--- config.mk ---
export PLATFORM = sky130hd
export DESIGN_NAME = rsx_exec
export DESIGN_NICKNAME = d
export VERILOG_FILES = /design/src/rsx_pkg.sv /design/src/rsx_exec.sv
export SDC_FILE = /design/constraint.sdc
export NUM_CORES = 1
export LEC_CHECK = 0
export BUFFER_PORTS_ARGS = -buffer_cell sky130_fd_sc_hd__buf_2
export CAP_MARGIN = 10
export CORE_ASPECT_RATIO = 2
export CORE_UTILIZATION = 55
export CTS_BUF_LIST = sky130_fd_sc_hd__clkbuf_8 sky130_fd_sc_hd__clkbuf_16
export DETAILED_ROUTE_END_ITERATION = 16
export GPL_TIMING_DRIVEN = 0
export PLACE_DENSITY = 0.89
export SYNTH_ARGS = -nofsm -noshare
export SYNTH_HDL_FRONTEND = slang
export SYNTH_SLANG_ARGS = --single-unit
--- constraint.sdc ---
create_clock -name clk_i -period 6.4 [get_ports clk_i]
set_input_delay 1.6 -clock clk_i [delete_from_list [all_inputs] [get_ports clk_i]]
set_output_delay 1.6 -clock clk_i [all_outputs]
set_load 0.01 [all_outputs]
--- src/rsx_pkg.sv ---
`default_nettype none
package rsx_pkg;
	// Register map of the execution slice, byte offsets on the plain port
	localparam logic [7:0] REG_CTRL = 8'h00;
	localparam logic [7:0] REG_BANK = 8'h04;
	localparam logic [7:0] REG_WORK = 8'h08;
	localparam logic [7:0] REG_STATUS = 8'h0C;
	localparam logic [7:0] REG_INDEX = 8'h10;
	localparam logic [7:0] REG_STATE = 8'h14;

	// Control field and reset values
	localparam int CTRL_EXT_BIT = 0;
	localparam logic [7:0] CTRL_RST = 8'h00;
	localparam logic [3:0] BANK_RST = 4'h0;
	localparam logic [7:0] WORK_RST = 8'h00;
	localparam logic [11:0] INDEX_RST = 12'h000;

	// Status field positions; timeout and powerdown come out of reset high
	localparam int ST_C = 0;
	localparam int ST_DC = 1;
	localparam int ST_Z = 2;
	localparam int ST_OV = 3;
	localparam int ST_N = 4;
	localparam int ST_PD = 5;
	localparam int ST_TO = 6;
	localparam logic [6:0] STATUS_RST = 7'h60;

	// Opcode patterns
	localparam logic [5:0] OPC_ROT = 6'h10;
	localparam logic [6:0] OPC_SET = 7'h34;
	localparam logic [5:0] OPC_SUBB = 6'h15;
	localparam logic [7:0] OPC_SUBL = 8'h08;
	localparam logic [15:0] OPC_SLEEP = 16'h0003;

	// Access bank split and indexed offset limit
	localparam logic [7:0] INDEX_MAX = 8'h5F;
	localparam logic [3:0] ACCESS_HI_BANK = 4'hF;
	localparam logic [3:0] ACCESS_LO_BANK = 4'h0;
	localparam logic [7:0] ALL_ONES = 8'hFF;

	typedef enum logic [2:0] {
		OP_NONE,
		ROTATE_RIGHT_NO_CARRY_OP,
		SET_ALL_ONES_OP,
		SLEEP_OP,
		SUBTRACT_REG_BORROW_FROM_W_OP,
		SUBTRACT_W_FROM_LITERAL_OP
	} rsx_op_e;

	typedef enum logic [2:0] {
		PH_IDLE,
		PH_Q1,
		PH_Q2,
		PH_Q3,
		PH_Q4
	} rsx_phase_e;
endpackage : rsx_pkg
`default_nettype wire

--- src/rsx_exec.sv ---
// Behaviour
// RL1: Rotate right without carry: bit n to n-1, bit 0 to bit 7; only N, Z.
// RL2: Destination bit 0 writes W, 1 writes back to the addressed register.
// RL3: Access bit 0 uses the access bank, 1 uses the bank select register.
// RL4: Access bit 0 with extended set: offsets up to 5Fh are indexed literal offsets.
// RL5: Set-all-ones writes FFh to the register, flags untouched, access bit honoured.
// RL6: Sleep opcode stops the oscillator, entering sleep in the fourth quarter.
// RL7: Sleep sets the timeout flag to one.
// RL8: Sleep clears the powerdown flag; no flag other than timeout and powerdown changes.
// RL9: Sleep clears the watchdog counter and its postscaler.
// RL10: A watchdog wake-up from sleep clears the timeout flag.
// RL11: Subtract with borrow: W minus register minus inverted carry, routed by d and a.
// RL12: Subtract with borrow updates N, OV, C, DC, Z; carry means no borrow.
// RL13: Subtract from literal: literal minus W into W, same flag updates.
// RL14: Each instruction is one word over four quarters: decode, read, process, write.
//
// Our own choices: the plain strobed port and the placing of the registers.
`timescale 1ns/100ps
`default_nettype none
module rsx_exec #(
	parameter int unsigned DATA_W = 8
) (
	input wire logic clk_i,
	input wire logic srst_i,
	// Plain register port
	input wire logic [7:0] reg_addr_i,
	input wire logic [7:0] reg_wdata_i,
	input wire logic reg_wr_i,
	input wire logic reg_rd_i,
	output logic [7:0] reg_rdata_o,
	// Instruction input
	input wire logic instr_valid_i,
	input wire logic [15:0] instr_i,
	output logic instr_ready_o,
	output logic instr_done_o,
	// Data memory
	output logic mem_rd_o,
	output logic [11:0] mem_addr_o,
	input wire logic [7:0] mem_rdata_i,
	output logic mem_wr_o,
	output logic [7:0] mem_wdata_o,
	// Power and watchdog
	input wire logic wake_i,
	input wire logic wdt_wake_i,
	output logic osc_stop_o,
	output logic wdt_clear_o
);

	rsx_pkg::rsx_phase_e phase_q;
	rsx_pkg::rsx_op_e op_q;
	logic [15:0] instr_q;
	logic [7:0] ctrl_q;
	logic [3:0] bank_q;
	logic [7:0] work_q;
	logic [6:0] status_q;
	logic [11:0] index_q;
	logic [11:0] addr_q;
	logic [7:0] res_q;
	logic [6:0] flags_q;
	logic dest_w_q;
	logic dest_f_q;
	logic sleep_q;
	logic [7:0] rdata_q;
	logic [12:0] sub_res;
	logic [7:0] sub_a;
	logic [7:0] sub_b;
	logic sub_borrow;

	// Opcode decode; unknown words fall through as a four-quarter no-op
	function automatic rsx_pkg::rsx_op_e decode_op(input logic [15:0] w);
		if (w == rsx_pkg::OPC_SLEEP)
			decode_op = rsx_pkg::SLEEP_OP;
		else if (w[15:10] == rsx_pkg::OPC_ROT)
			decode_op = rsx_pkg::ROTATE_RIGHT_NO_CARRY_OP;
		else if (w[15:9] == rsx_pkg::OPC_SET)
			decode_op = rsx_pkg::SET_ALL_ONES_OP;
		else if (w[15:10] == rsx_pkg::OPC_SUBB)
			decode_op = rsx_pkg::SUBTRACT_REG_BORROW_FROM_W_OP;
		else if (w[15:8] == rsx_pkg::OPC_SUBL)
			decode_op = rsx_pkg::SUBTRACT_W_FROM_LITERAL_OP;
		else
			decode_op = rsx_pkg::OP_NONE;
	endfunction : decode_op

	// Two's complement a - b - borrow; returns {N, OV, Z, DC, C, result}
	function automatic logic [12:0] sub_calc(input logic [7:0] a, input logic [7:0] b, input logic bw);
		logic [8:0] full;
		logic [4:0] nib;
		logic [7:0] r;
		full = {1'b0, a} - {1'b0, b} - {8'h00, bw};
		nib = {1'b0, a[3:0]} - {1'b0, b[3:0]} - {4'h0, bw};
		r = full[7:0];
		sub_calc = {r[7], (a[7] ^ b[7]) & (a[7] ^ r[7]), r == 8'h00, ~nib[4], ~full[8], r};
	endfunction : sub_calc

	// Operand address: access bank, indexed offset, or banked
	function automatic logic [11:0] calc_addr(input logic [7:0] f, input logic a_bit, input logic ext,
		input logic [3:0] bank, input logic [11:0] base);
		if (a_bit)
			calc_addr = {bank, f}; // RL3
		else if (ext && (f <= rsx_pkg::INDEX_MAX))
			calc_addr = base + {4'h0, f}; // RL4
		else if (f <= rsx_pkg::INDEX_MAX)
			calc_addr = {rsx_pkg::ACCESS_LO_BANK, f}; // RL3
		else
			calc_addr = {rsx_pkg::ACCESS_HI_BANK, f};
	endfunction : calc_addr

	// Quarter sequencer; a new word is taken only from idle and never in sleep
	assign instr_ready_o = (phase_q == rsx_pkg::PH_IDLE) && !sleep_q;
	always_ff @(posedge clk_i)
	begin
		if (srst_i)
			phase_q <= rsx_pkg::PH_IDLE;
		else
		begin
			case (phase_q) // RL14
				rsx_pkg::PH_IDLE: if (instr_valid_i && !sleep_q) phase_q <= rsx_pkg::PH_Q1;
				rsx_pkg::PH_Q1: phase_q <= rsx_pkg::PH_Q2;
				rsx_pkg::PH_Q2: phase_q <= rsx_pkg::PH_Q3;
				rsx_pkg::PH_Q3: phase_q <= rsx_pkg::PH_Q4;
				rsx_pkg::PH_Q4: phase_q <= rsx_pkg::PH_IDLE;
				default: phase_q <= rsx_pkg::PH_IDLE;
			endcase
		end
	end

	// Latch the word and decode it as it is taken in idle, ready for the first quarter
	always_ff @(posedge clk_i)
	begin
		if (srst_i)
		begin
			instr_q <= 16'h0000;
			op_q <= rsx_pkg::OP_NONE;
		end
		else if (instr_ready_o && instr_valid_i)
		begin
			instr_q <= instr_i;
			op_q <= decode_op(instr_i);
		end
	end

	// Address and destination are settled in Q1 so the read can go out in Q2
	always_ff @(posedge clk_i)
	begin
		if (srst_i)
		begin
			addr_q <= 12'h000;
			dest_w_q <= 1'b0;
			dest_f_q <= 1'b0;
		end
		else if (phase_q == rsx_pkg::PH_Q1)
		begin
			addr_q <= calc_addr(instr_q[7:0], instr_q[8], ctrl_q[rsx_pkg::CTRL_EXT_BIT], bank_q, index_q);
			case (op_q)
				rsx_pkg::ROTATE_RIGHT_NO_CARRY_OP, rsx_pkg::SUBTRACT_REG_BORROW_FROM_W_OP:
				begin
					dest_w_q <= !instr_q[9]; // RL2
					dest_f_q <= instr_q[9]; // RL2
				end
				rsx_pkg::SET_ALL_ONES_OP:
				begin
					dest_w_q <= 1'b0;
					dest_f_q <= 1'b1; // RL5
				end
				rsx_pkg::SUBTRACT_W_FROM_LITERAL_OP:
				begin
					dest_w_q <= 1'b1; // RL13
					dest_f_q <= 1'b0;
				end
				default:
				begin
					dest_w_q <= 1'b0;
					dest_f_q <= 1'b0;
				end
			endcase
		end
	end

	// Operand read in Q2; memory answers one cycle later, in Q3
	assign mem_rd_o = (phase_q == rsx_pkg::PH_Q2) &&
		(op_q == rsx_pkg::ROTATE_RIGHT_NO_CARRY_OP || op_q == rsx_pkg::SUBTRACT_REG_BORROW_FROM_W_OP);
	assign mem_addr_o = addr_q;

	// Subtractor operands; the literal form has no incoming borrow
	always_comb
	begin
		if (op_q == rsx_pkg::SUBTRACT_W_FROM_LITERAL_OP)
		begin
			sub_a = instr_q[7:0]; // RL13
			sub_b = work_q;
			sub_borrow = 1'b0;
		end
		else
		begin
			sub_a = work_q; // RL11
			sub_b = mem_rdata_i;
			sub_borrow = !status_q[rsx_pkg::ST_C]; // RL11
		end
		sub_res = sub_calc(sub_a, sub_b, sub_borrow);
	end

	// Q3: process data into the result and the next flag set
	always_ff @(posedge clk_i)
	begin
		if (srst_i)
		begin
			res_q <= 8'h00;
			flags_q <= rsx_pkg::STATUS_RST;
		end
		else if (phase_q == rsx_pkg::PH_Q3)
		begin
			res_q <= 8'h00;
			flags_q <= status_q;
			case (op_q)
				rsx_pkg::ROTATE_RIGHT_NO_CARRY_OP:
				begin
					res_q <= {mem_rdata_i[0], mem_rdata_i[7:1]}; // RL1
					flags_q[rsx_pkg::ST_N] <= mem_rdata_i[0]; // RL1
					flags_q[rsx_pkg::ST_Z] <= mem_rdata_i == 8'h00; // RL1
				end
				rsx_pkg::SET_ALL_ONES_OP: res_q <= rsx_pkg::ALL_ONES; // RL5
				rsx_pkg::SLEEP_OP:
				begin
					flags_q[rsx_pkg::ST_TO] <= 1'b1; // RL7
					flags_q[rsx_pkg::ST_PD] <= 1'b0; // RL8
				end
				rsx_pkg::SUBTRACT_REG_BORROW_FROM_W_OP, rsx_pkg::SUBTRACT_W_FROM_LITERAL_OP:
				begin
					res_q <= sub_res[7:0]; // RL11
					flags_q[rsx_pkg::ST_C] <= sub_res[8]; // RL12
					flags_q[rsx_pkg::ST_DC] <= sub_res[9]; // RL12
					flags_q[rsx_pkg::ST_Z] <= sub_res[10]; // RL12
					flags_q[rsx_pkg::ST_OV] <= sub_res[11]; // RL12
					flags_q[rsx_pkg::ST_N] <= sub_res[12]; // RL12
				end
				default: res_q <= 8'h00;
			endcase
		end
	end

	// Q4: write to destination
	assign mem_wr_o = (phase_q == rsx_pkg::PH_Q4) && dest_f_q; // RL2
	assign mem_wdata_o = res_q;
	assign instr_done_o = phase_q == rsx_pkg::PH_Q4;
	assign wdt_clear_o = (phase_q == rsx_pkg::PH_Q4) && (op_q == rsx_pkg::SLEEP_OP); // RL9

	// Sleep is a level until any wake source; the clock tree reads it as stop
	always_ff @(posedge clk_i)
	begin
		if (srst_i)
			sleep_q <= 1'b0;
		else if ((phase_q == rsx_pkg::PH_Q4) && (op_q == rsx_pkg::SLEEP_OP))
			sleep_q <= 1'b1; // RL6
		else if (sleep_q && (wake_i || wdt_wake_i))
			sleep_q <= 1'b0;
	end
	assign osc_stop_o = sleep_q; // RL6

	// Control, bank and index registers are software only
	always_ff @(posedge clk_i)
	begin
		if (srst_i)
		begin
			ctrl_q <= rsx_pkg::CTRL_RST;
			bank_q <= rsx_pkg::BANK_RST;
			index_q <= rsx_pkg::INDEX_RST;
		end
		else if (reg_wr_i)
		begin
			if (reg_addr_i == rsx_pkg::REG_CTRL)
				ctrl_q <= {7'h00, reg_wdata_i[rsx_pkg::CTRL_EXT_BIT]};
			if (reg_addr_i == rsx_pkg::REG_BANK)
				bank_q <= reg_wdata_i[3:0];
			if (reg_addr_i == rsx_pkg::REG_INDEX)
				index_q <= {4'h0, reg_wdata_i};
		end
	end

	// Working register; the instruction write wins over a software write
	always_ff @(posedge clk_i)
	begin
		if (srst_i)
			work_q <= rsx_pkg::WORK_RST;
		else if ((phase_q == rsx_pkg::PH_Q4) && dest_w_q)
			work_q <= res_q; // RL2
		else if (reg_wr_i && (reg_addr_i == rsx_pkg::REG_WORK))
			work_q <= reg_wdata_i;
	end

	// Status: instruction update, then watchdog wake, then software
	always_ff @(posedge clk_i)
	begin
		if (srst_i)
			status_q <= rsx_pkg::STATUS_RST;
		else if (phase_q == rsx_pkg::PH_Q4)
			status_q <= flags_q; // RL8
		else if (sleep_q && wdt_wake_i)
			status_q[rsx_pkg::ST_TO] <= 1'b0; // RL10
		else if (reg_wr_i && (reg_addr_i == rsx_pkg::REG_STATUS))
			status_q <= reg_wdata_i[6:0];
	end

	// Read data one cycle after the strobe; unmapped offsets read zero
	always_ff @(posedge clk_i)
	begin
		if (srst_i)
			rdata_q <= 8'h00;
		else if (reg_rd_i)
		begin
			case (reg_addr_i)
				rsx_pkg::REG_CTRL: rdata_q <= ctrl_q;
				rsx_pkg::REG_BANK: rdata_q <= {4'h0, bank_q};
				rsx_pkg::REG_WORK: rdata_q <= work_q;
				rsx_pkg::REG_STATUS: rdata_q <= {1'b0, status_q};
				rsx_pkg::REG_INDEX: rdata_q <= index_q[7:0];
				rsx_pkg::REG_STATE: rdata_q <= {4'h0, sleep_q, phase_q};
				default: rdata_q <= 8'h00;
			endcase
		end
		else
			rdata_q <= 8'h00;
	end
	assign reg_rdata_o = rdata_q;

	rotate_result_a: assert property (@(posedge clk_i) disable iff (srst_i) // RL1
		(phase_q == rsx_pkg::PH_Q3 && op_q == rsx_pkg::ROTATE_RIGHT_NO_CARRY_OP)
		|=> res_q == {$past(mem_rdata_i[0]), $past(mem_rdata_i[7:1])})
		else $error("rotate result wrong");

	dest_select_a: assert property (@(posedge clk_i) disable iff (srst_i) // RL2
		(phase_q == rsx_pkg::PH_Q1 && op_q == rsx_pkg::ROTATE_RIGHT_NO_CARRY_OP)
		|=> ##2 (mem_wr_o == instr_q[9]))
		else $error("destination select wrong");

	bank_pick_a: assert property (@(posedge clk_i) disable iff (srst_i) // RL3
		(phase_q == rsx_pkg::PH_Q1 && instr_q[8] && op_q != rsx_pkg::SLEEP_OP)
		|=> mem_addr_o == {$past(bank_q), $past(instr_q[7:0])})
		else $error("banked address wrong");

	set_all_ones_op_ones_a: assert property (@(posedge clk_i) disable iff (srst_i) // RL5
		(phase_q == rsx_pkg::PH_Q4 && op_q == rsx_pkg::SET_ALL_ONES_OP)
		|-> mem_wr_o && mem_wdata_o == 8'hFF ##1 $stable(status_q))
		else $error("set all ones wrong");

	sleep_entry_a: assert property (@(posedge clk_i) disable iff (srst_i) // RL6
		(phase_q == rsx_pkg::PH_Q4 && op_q == rsx_pkg::SLEEP_OP)
		|-> wdt_clear_o ##1 (osc_stop_o && status_q[rsx_pkg::ST_TO] && !status_q[rsx_pkg::ST_PD]))
		else $error("sleep entry wrong");

	sleep_flags_a: assert property (@(posedge clk_i) disable iff (srst_i) // RL8
		(phase_q == rsx_pkg::PH_Q4 && op_q == rsx_pkg::SLEEP_OP)
		|=> status_q[4:0] == $past(status_q[4:0]))
		else $error("sleep touched other flags");

	wdt_wake_a: assert property (@(posedge clk_i) disable iff (srst_i) // RL10
		(sleep_q && wdt_wake_i && phase_q == rsx_pkg::PH_IDLE)
		|=> !status_q[rsx_pkg::ST_TO] && !osc_stop_o)
		else $error("watchdog wake did not clear timeout");

	sub_carry_a: assert property (@(posedge clk_i) disable iff (srst_i) // RL12
		(phase_q == rsx_pkg::PH_Q3 && op_q == rsx_pkg::SUBTRACT_REG_BORROW_FROM_W_OP)
		|=> ##1 status_q[rsx_pkg::ST_C] == ({1'b0, $past(work_q, 2)} >=
			{1'b0, $past(mem_rdata_i, 2)} + {8'h00, !$past(status_q[rsx_pkg::ST_C], 2)}))
		else $error("borrow carry wrong");

	subtract_w_from_literal_op_dest_a: assert property (@(posedge clk_i) disable iff (srst_i) // RL13
		(phase_q == rsx_pkg::PH_Q3 && op_q == rsx_pkg::SUBTRACT_W_FROM_LITERAL_OP)
		|=> ##1 work_q == 8'($past(instr_q[7:0], 2) - $past(work_q, 2)) && !$past(mem_wr_o))
		else $error("literal subtract wrong");

endmodule : rsx_exec
`default_nettype wire

After elaboration in Yosys (flattened, before gate mapping)
Cells that the tools add are included.

storage, ports and cells
  output and inout bits = 34
  register bits after elaboration = 82
  word-level logic and storage cells = 111
  input port bits = 47

operators by class
  bitwise operators = 6
  eq/ne operators = 21
  order comparisons = 1
  add/sub/neg operators = 5
  muxes and demuxes = 30
  reductions and logical operators = 32

operator list
  operator                                              count
  case mux 8 bit (6 select lines)                       1
  2-to-1 mux 12 bit                                     3
  2-to-1 mux 8 bit                                      4
  == test 8 x 4 -> 1 bit (second input constant)        3
  zero test 8 bit                                       3
  case mux 8 bit (3 select lines)                       1
  2-to-1 mux 3 bit                                      6
  == test 16 x 2 -> 1 bit (second input constant)       1
  == test 8 x 5 -> 1 bit (second input constant)        2
  2-to-1 mux 7 bit                                      2
  == test 3 x 2 -> 1 bit (second input constant)        4
  == test 6 x 5 -> 1 bit (second input constant)        2
  logical AND 1 bit                                     12
  case mux 3 bit (4 select lines)                       1
  adder 8 x 8 -> 9 bit                                  1
  == test 3 bit (second input constant)                 3
  subtractor 8 x 8 -> 9 bit                             1
  subtractor 9 x 1 -> 9 bit                             1
  == test 8 x 3 -> 1 bit (second input constant)        1
  <= comparator 8 x 7 -> 1 bit (second input constant)  1
  case mux 1 bit (2 select lines)                       4
  AND reduction 2 bit                                   4
  == test 7 x 6 -> 1 bit (second input constant)        1
  == test 3 x 1 -> 1 bit (second input constant)        2
  other kinds (16)                                      31

Longest topological paths before layout
  depth after elaboration = 7
  mapped depth = 14
  mapped depth without buffers = 11

Worst setup path before layout
No wires, ideal clock.

  path type = input-to-reg
  start point = input port mem_rdata_i[0]
  end point = register res_q[7] (netlist: mem_wdata_o[7])
  arrival = 3.979 ns
  cell stages on the path = 10
  setup slack = 2.287 ns
  setup time = 0.134 ns
  data required time = 6.266 ns
  path buffers = 0
  cells stage by stage = mux2_2 > fa_1 > inv_1 > ha_1 > and2_1 > a221o_1 > a2111oi_2 > a211oi_2 > a221oi_2 > a211oi_1

between the ends
  longest elaborated chain between the ends = 4

ends and longest elaborated chain
  item                               line             text
  start: declaration                 rsx_exec.sv:39   input wire logic [7:0] mem_rdata_i,
  2-to-1 mux 8 bit                   rsx_exec.sv:188  if (op_q == rsx_pkg::SUBTRACT_W_FROM_LITERAL_OP)
  subtractor 8 x 8 -> 9 bit          rsx_exec.sv:90   full = {1'b0, a} - {1'b0, b} - {8'h00, bw};
  subtractor 9 x 1 -> 9 bit          rsx_exec.sv:90
  case mux 8 bit (3 select lines) *  rsx_exec.sv:215  case (op_q)
  end signal: assignment             rsx_exec.sv:218  res_q <= {mem_rdata_i[0], mem_rdata_i[7:1]};
  end signal: assignment             rsx_exec.sv:222  rsx_pkg::SET_ALL_ONES_OP: res_q <= rsx_pkg::ALL_ONES;
  end signal: assignment             rsx_exec.sv:230  res_q <= sub_res[7:0];
  end: declaration                   rsx_exec.sv:58   logic [7:0] res_q;

Mark *: on every way between the ends. The rest lies on a longest branch, timed or not.
A chain may end at the register's enable or synchronous reset.

Worst setup path in the final report
  start point = register op_q[1]
  end point = register flags_q[4]

between the ends
  longest elaborated chain between the ends = 5
  elaborated cells between the ends (all ways) = 10
  those cells by class = add/sub (2); eq/ne (3); mux (4); reduce/logical (1)

ends and longest elaborated chain
  item                               line                              text
  start: declaration                 rsx_exec.sv:50                    rsx_pkg::rsx_op_e op_q;
  start signal: assignment           rsx_exec.sv:134                   op_q <= rsx_pkg::OP_NONE;
  start signal: assignment           rsx_exec.sv:139                   op_q <= decode_op(instr_i);
  == test 3 bit                      rsx_exec.sv:188, rsx_exec.sv:215
  2-to-1 mux 8 bit                   rsx_exec.sv:188
  subtractor 8 x 8 -> 9 bit          rsx_exec.sv:90
  subtractor 9 x 1 -> 9 bit          rsx_exec.sv:90
  case mux 1 bit (2 select lines) *  rsx_exec.sv:215
  end signal: assignment             rsx_exec.sv:214                   flags_q <= status_q;
  end signal: indexed assignment     rsx_exec.sv:219                   flags_q[rsx_pkg::ST_N] <= mem_rdata_i[0];
  end signal: indexed assignment     rsx_exec.sv:231                   flags_q[rsx_pkg::ST_C] <= sub_res[8];
  end: declaration                   rsx_exec.sv:59                    logic [6:0] flags_q;

Marks and branches as above.

==> results.md <==
* Post-DP HPWL at 11900 um
* Max Fclk at 0.2281 GHz
* Area share of the largest cell type after synthesis at 34.05%
* Starting Density at 56.13%
* Die H at 134.4 um
* Setup_tns at 0 ns
* Clock Pin Slew Worst Setup and Hold Paths at 0.06 ns
* M1 GR Usage at 34.63%
* Vias per cell at 6.508
* Met3 global-route usage at 9.354%
* Ant diodes at 0
* Insertion delay to the later sink of the worst-skew pair at 0.35 ns
* Ys Warns at 0
* Area delta synth->final at 16.90%
* Leakage power at 2.481 nW
* Startpoint types: flop
* Root buffer cell: clkbuf_16
* Die area at 0.009166 mm^2
* First-pass GRT wire length at 24190 um
* CTS tree: built
* Die W at 68.20 um
* Commonest non-fill, non-tap cell in the layout: dfxtp_1
* Final setup violation count at 0
* Post-CTS Hold Buffers at 0
* Final #Nets at 733
* Maxcap violations at 0
* WL final at 15580 um
* PortBufs at 78
* Worst path bufs/invs at 3
* Core region area at 0.008588 mm^2
* Final hold vios at 0
* Worst Max-Slew Pin Slew at 0.7394 ns
* Slew headroom at 50.70%
* # rows at 48
* 1st-iter DRT viols at 470
* Crit path DAT at 4.58 ns
* Outcome: finished, final reports clean
* Primary FF master, synth: dfxtp_1
* Antenna Nets Post-Route at 0
* Maximum VDD drop at 0.1685 mV
* Syn Inst Count at 573
* CP Max Fanout at 10
* Mapped Area at 0.004821 mm^2
* Clock Tree Buf Depth at 2
* Post-CTS Setup Bufs at 0
* Resized cells post-CTS at 0
* Crit path required time at 6.59 ns
* Crit path time final at 4.384 ns
* GR peak layer: met2
* Largest net degree at the start of global routing at 14
* Vias in the first global route at 4990
* Initial antenna violation count at 0
* Worst Hold Class: reg -> reg
* Critical path class: reg -> reg
* CTS sink count at 82
* CP top delay family: compound AO/OA/AOI/OAI gates
* Wire per inst at 20.31 um
* Crit end category: flop
* Synth cell types at 67
* Synth area leader: dfxtp_1
* Flop and latch count out of synthesis at 82
* Asr flop ratio synth at 0%
* PD cells at 226.5 mW/mm^2
* Avg Inst Size Synth at 8.413 um^2
* Inserted Clock Buffers at 9
* RePlAce Congestion at 0.9870
* Commonest non-fill, non-tap cells in the layout: 82 x dfxtp_1, 80 x buf_2, 72 x nor2_1
* EDFF count, synth at 0
* Critical Path Slowest Stage Cell: buf_1
* Area post-placement at 0.005336 mm^2
* Register area share after synthesis at 34.05%
* Cell Chain, Critical Path: nand3b_1 -> buf_2 -> buf_1 -> mux2_2 -> fa_1 -> inv_1 -> ha_1 -> and2_1 -> a221o_1 -> a2111oi_2 -> a211oi_2 -> a221oi_2 -> a211oi_1
* Share of cells above drive strength 1 at 18.44%
* Post-route cell area at 0.005635 mm^2
* Congestion Overflow GR at 0
* Syn nets at 643
* RSZ-0062 raised after global routing: no
* H-tree depth at 3
* Synth area leaders: dfxtp_1 34%, mux2i_1 8.7%, nor2_1 5.6%, ha_1 5.2%, a21oi_1 4.3%
* Via count at 4992
* # IOs at 81
* GRT Util Overall at 36.36%
* Residual DRC count at 0
* Final setup skew at 0.006745 ns
* Final period util at 68.51%
* Initial DRT Pass Iterations at 5
* Met2 GRT Util at 59.15%
* Final slew viol count at 0
* Crit path largest cell delay at 0.54 ns
-- final cells by class --
cell class	count	area (um^2)
plain buffers	34	138.9
clock buffers	10	239.0
clock inverters	5	55.05
fillers	698	2953
inverters	25	93.84
multi-input cells	432	2947
flip-flops and latches	82	1642
well taps	100	125.1
repair buffers	79	395.4
-- tightest hold or removal path, delay by kind of cell, from the launching register on --
family | cells | cell delay [ns]
and+or+nand+nor | 1 | 0.05
DFF | 1 | 0.30
AOI/OAI and AO/OA | 1 | 0.05
-- per-layer routing --
| layer | up-vias | share of wire (%) |
|---|---|---|
| li1 | 2243 | - |
| met1 | 2315 | 33 |
| met2 | 305 | 50 |
| met3 | 129 | 6.8 |
| met4 | 0 | 9.8 |
| met5 | - | 0 |
-- report_power, final --
part           internal (W)  switching [W]
registers          0.000530      0.0000209
clock network      0.000309       0.000207
logic             0.0000792       0.000130
total              0.000918       0.000358
-- path summary, 6_finish.rpt --
path                                    start            end  slack, ns  depth (start not counted)
worst max-delay path                  op_q[1]     flags_q[4]       2.02                         13
worst min-delay path            mem_addr_o[9]  mem_addr_o[9]       0.45                          2
worst max register to register        op_q[1]     flags_q[4]       2.02                         13
worst min register to register  mem_addr_o[9]  mem_addr_o[9]       0.45                          2
-- registers in the layout (all words and copies together), names as in the netlist, 3 cells and up --
name / flops
op_q: 3
index_q: 8
flags_q: 7
bank_q: 4
reg_rdata_o: 8
phase_q: 3
work_q: 8
mem_addr_o: 12
status_q: 7
instr_q: 10
mem_wdata_o: 8
-- synthesized netlist by cell type, drive strengths merged (3+ instances only) --
| library cell | count |
|---|---|
| nor3 | 19 |
| xnor2 | 5 |
| ha | 20 |
| a211oi | 24 |
| nor4 | 7 |
| buf | 6 |
| o21ai | 12 |
| a32oi | 3 |
| nor2 | 72 |
| xor2 | 8 |
| inv | 25 |
| nand2 | 47 |
| a21o | 3 |
| a21boi | 3 |
| a221oi | 5 |
| a22o | 3 |
| o21a | 5 |
| mux2i | 42 |
| a21oi | 41 |
| nor3b | 5 |
| clkbuf | 28 |
| nand2b | 10 |
| nor2b | 5 |
| nand3 | 21 |
| a22oi | 5 |
| or2 | 3 |
| o211ai | 3 |
| or3 | 3 |
| mux2 | 12 |
| fa | 3 |
| dfxtp | 82 |
-- cell families (layout without fill, tap and decap cells) --
family	after synthesis	after routing	synth area share, %
simple gates	211	211	21.62
compound gates	130	130	18.71
fa+ha+maj	23	23	6.437
buf+inv	59	153	4.827
flops	82	82	34.05
mux	55	55	11.99
xor+xnor	13	13	2.362
-- through the flow --
step | hold WS, ns | total power, W | setup WS, ns | utilization [%] | cells
3_3_place_gp | 0.4377 | 0.0007569 | 1.973 | 62.14 | 751
3_5_place_dp | 0.4415 | 0.0007630 | 1.894 | 62.14 | 751
2_1_floorplan | 0.4310 | 0.0006862 | 2.287 | - | 573
4_1_cts | 0.4500 | 0.001267 | 2.054 | 65.56 | 766
6_report | 0.4483 | 0.001276 | 2.016 | 65.62 | 767
5_1_grt | 0.4795 | 0.001316 | 1.873 | 65.62 | 767
No activity file was read; power rests on OpenSTA's default activity.
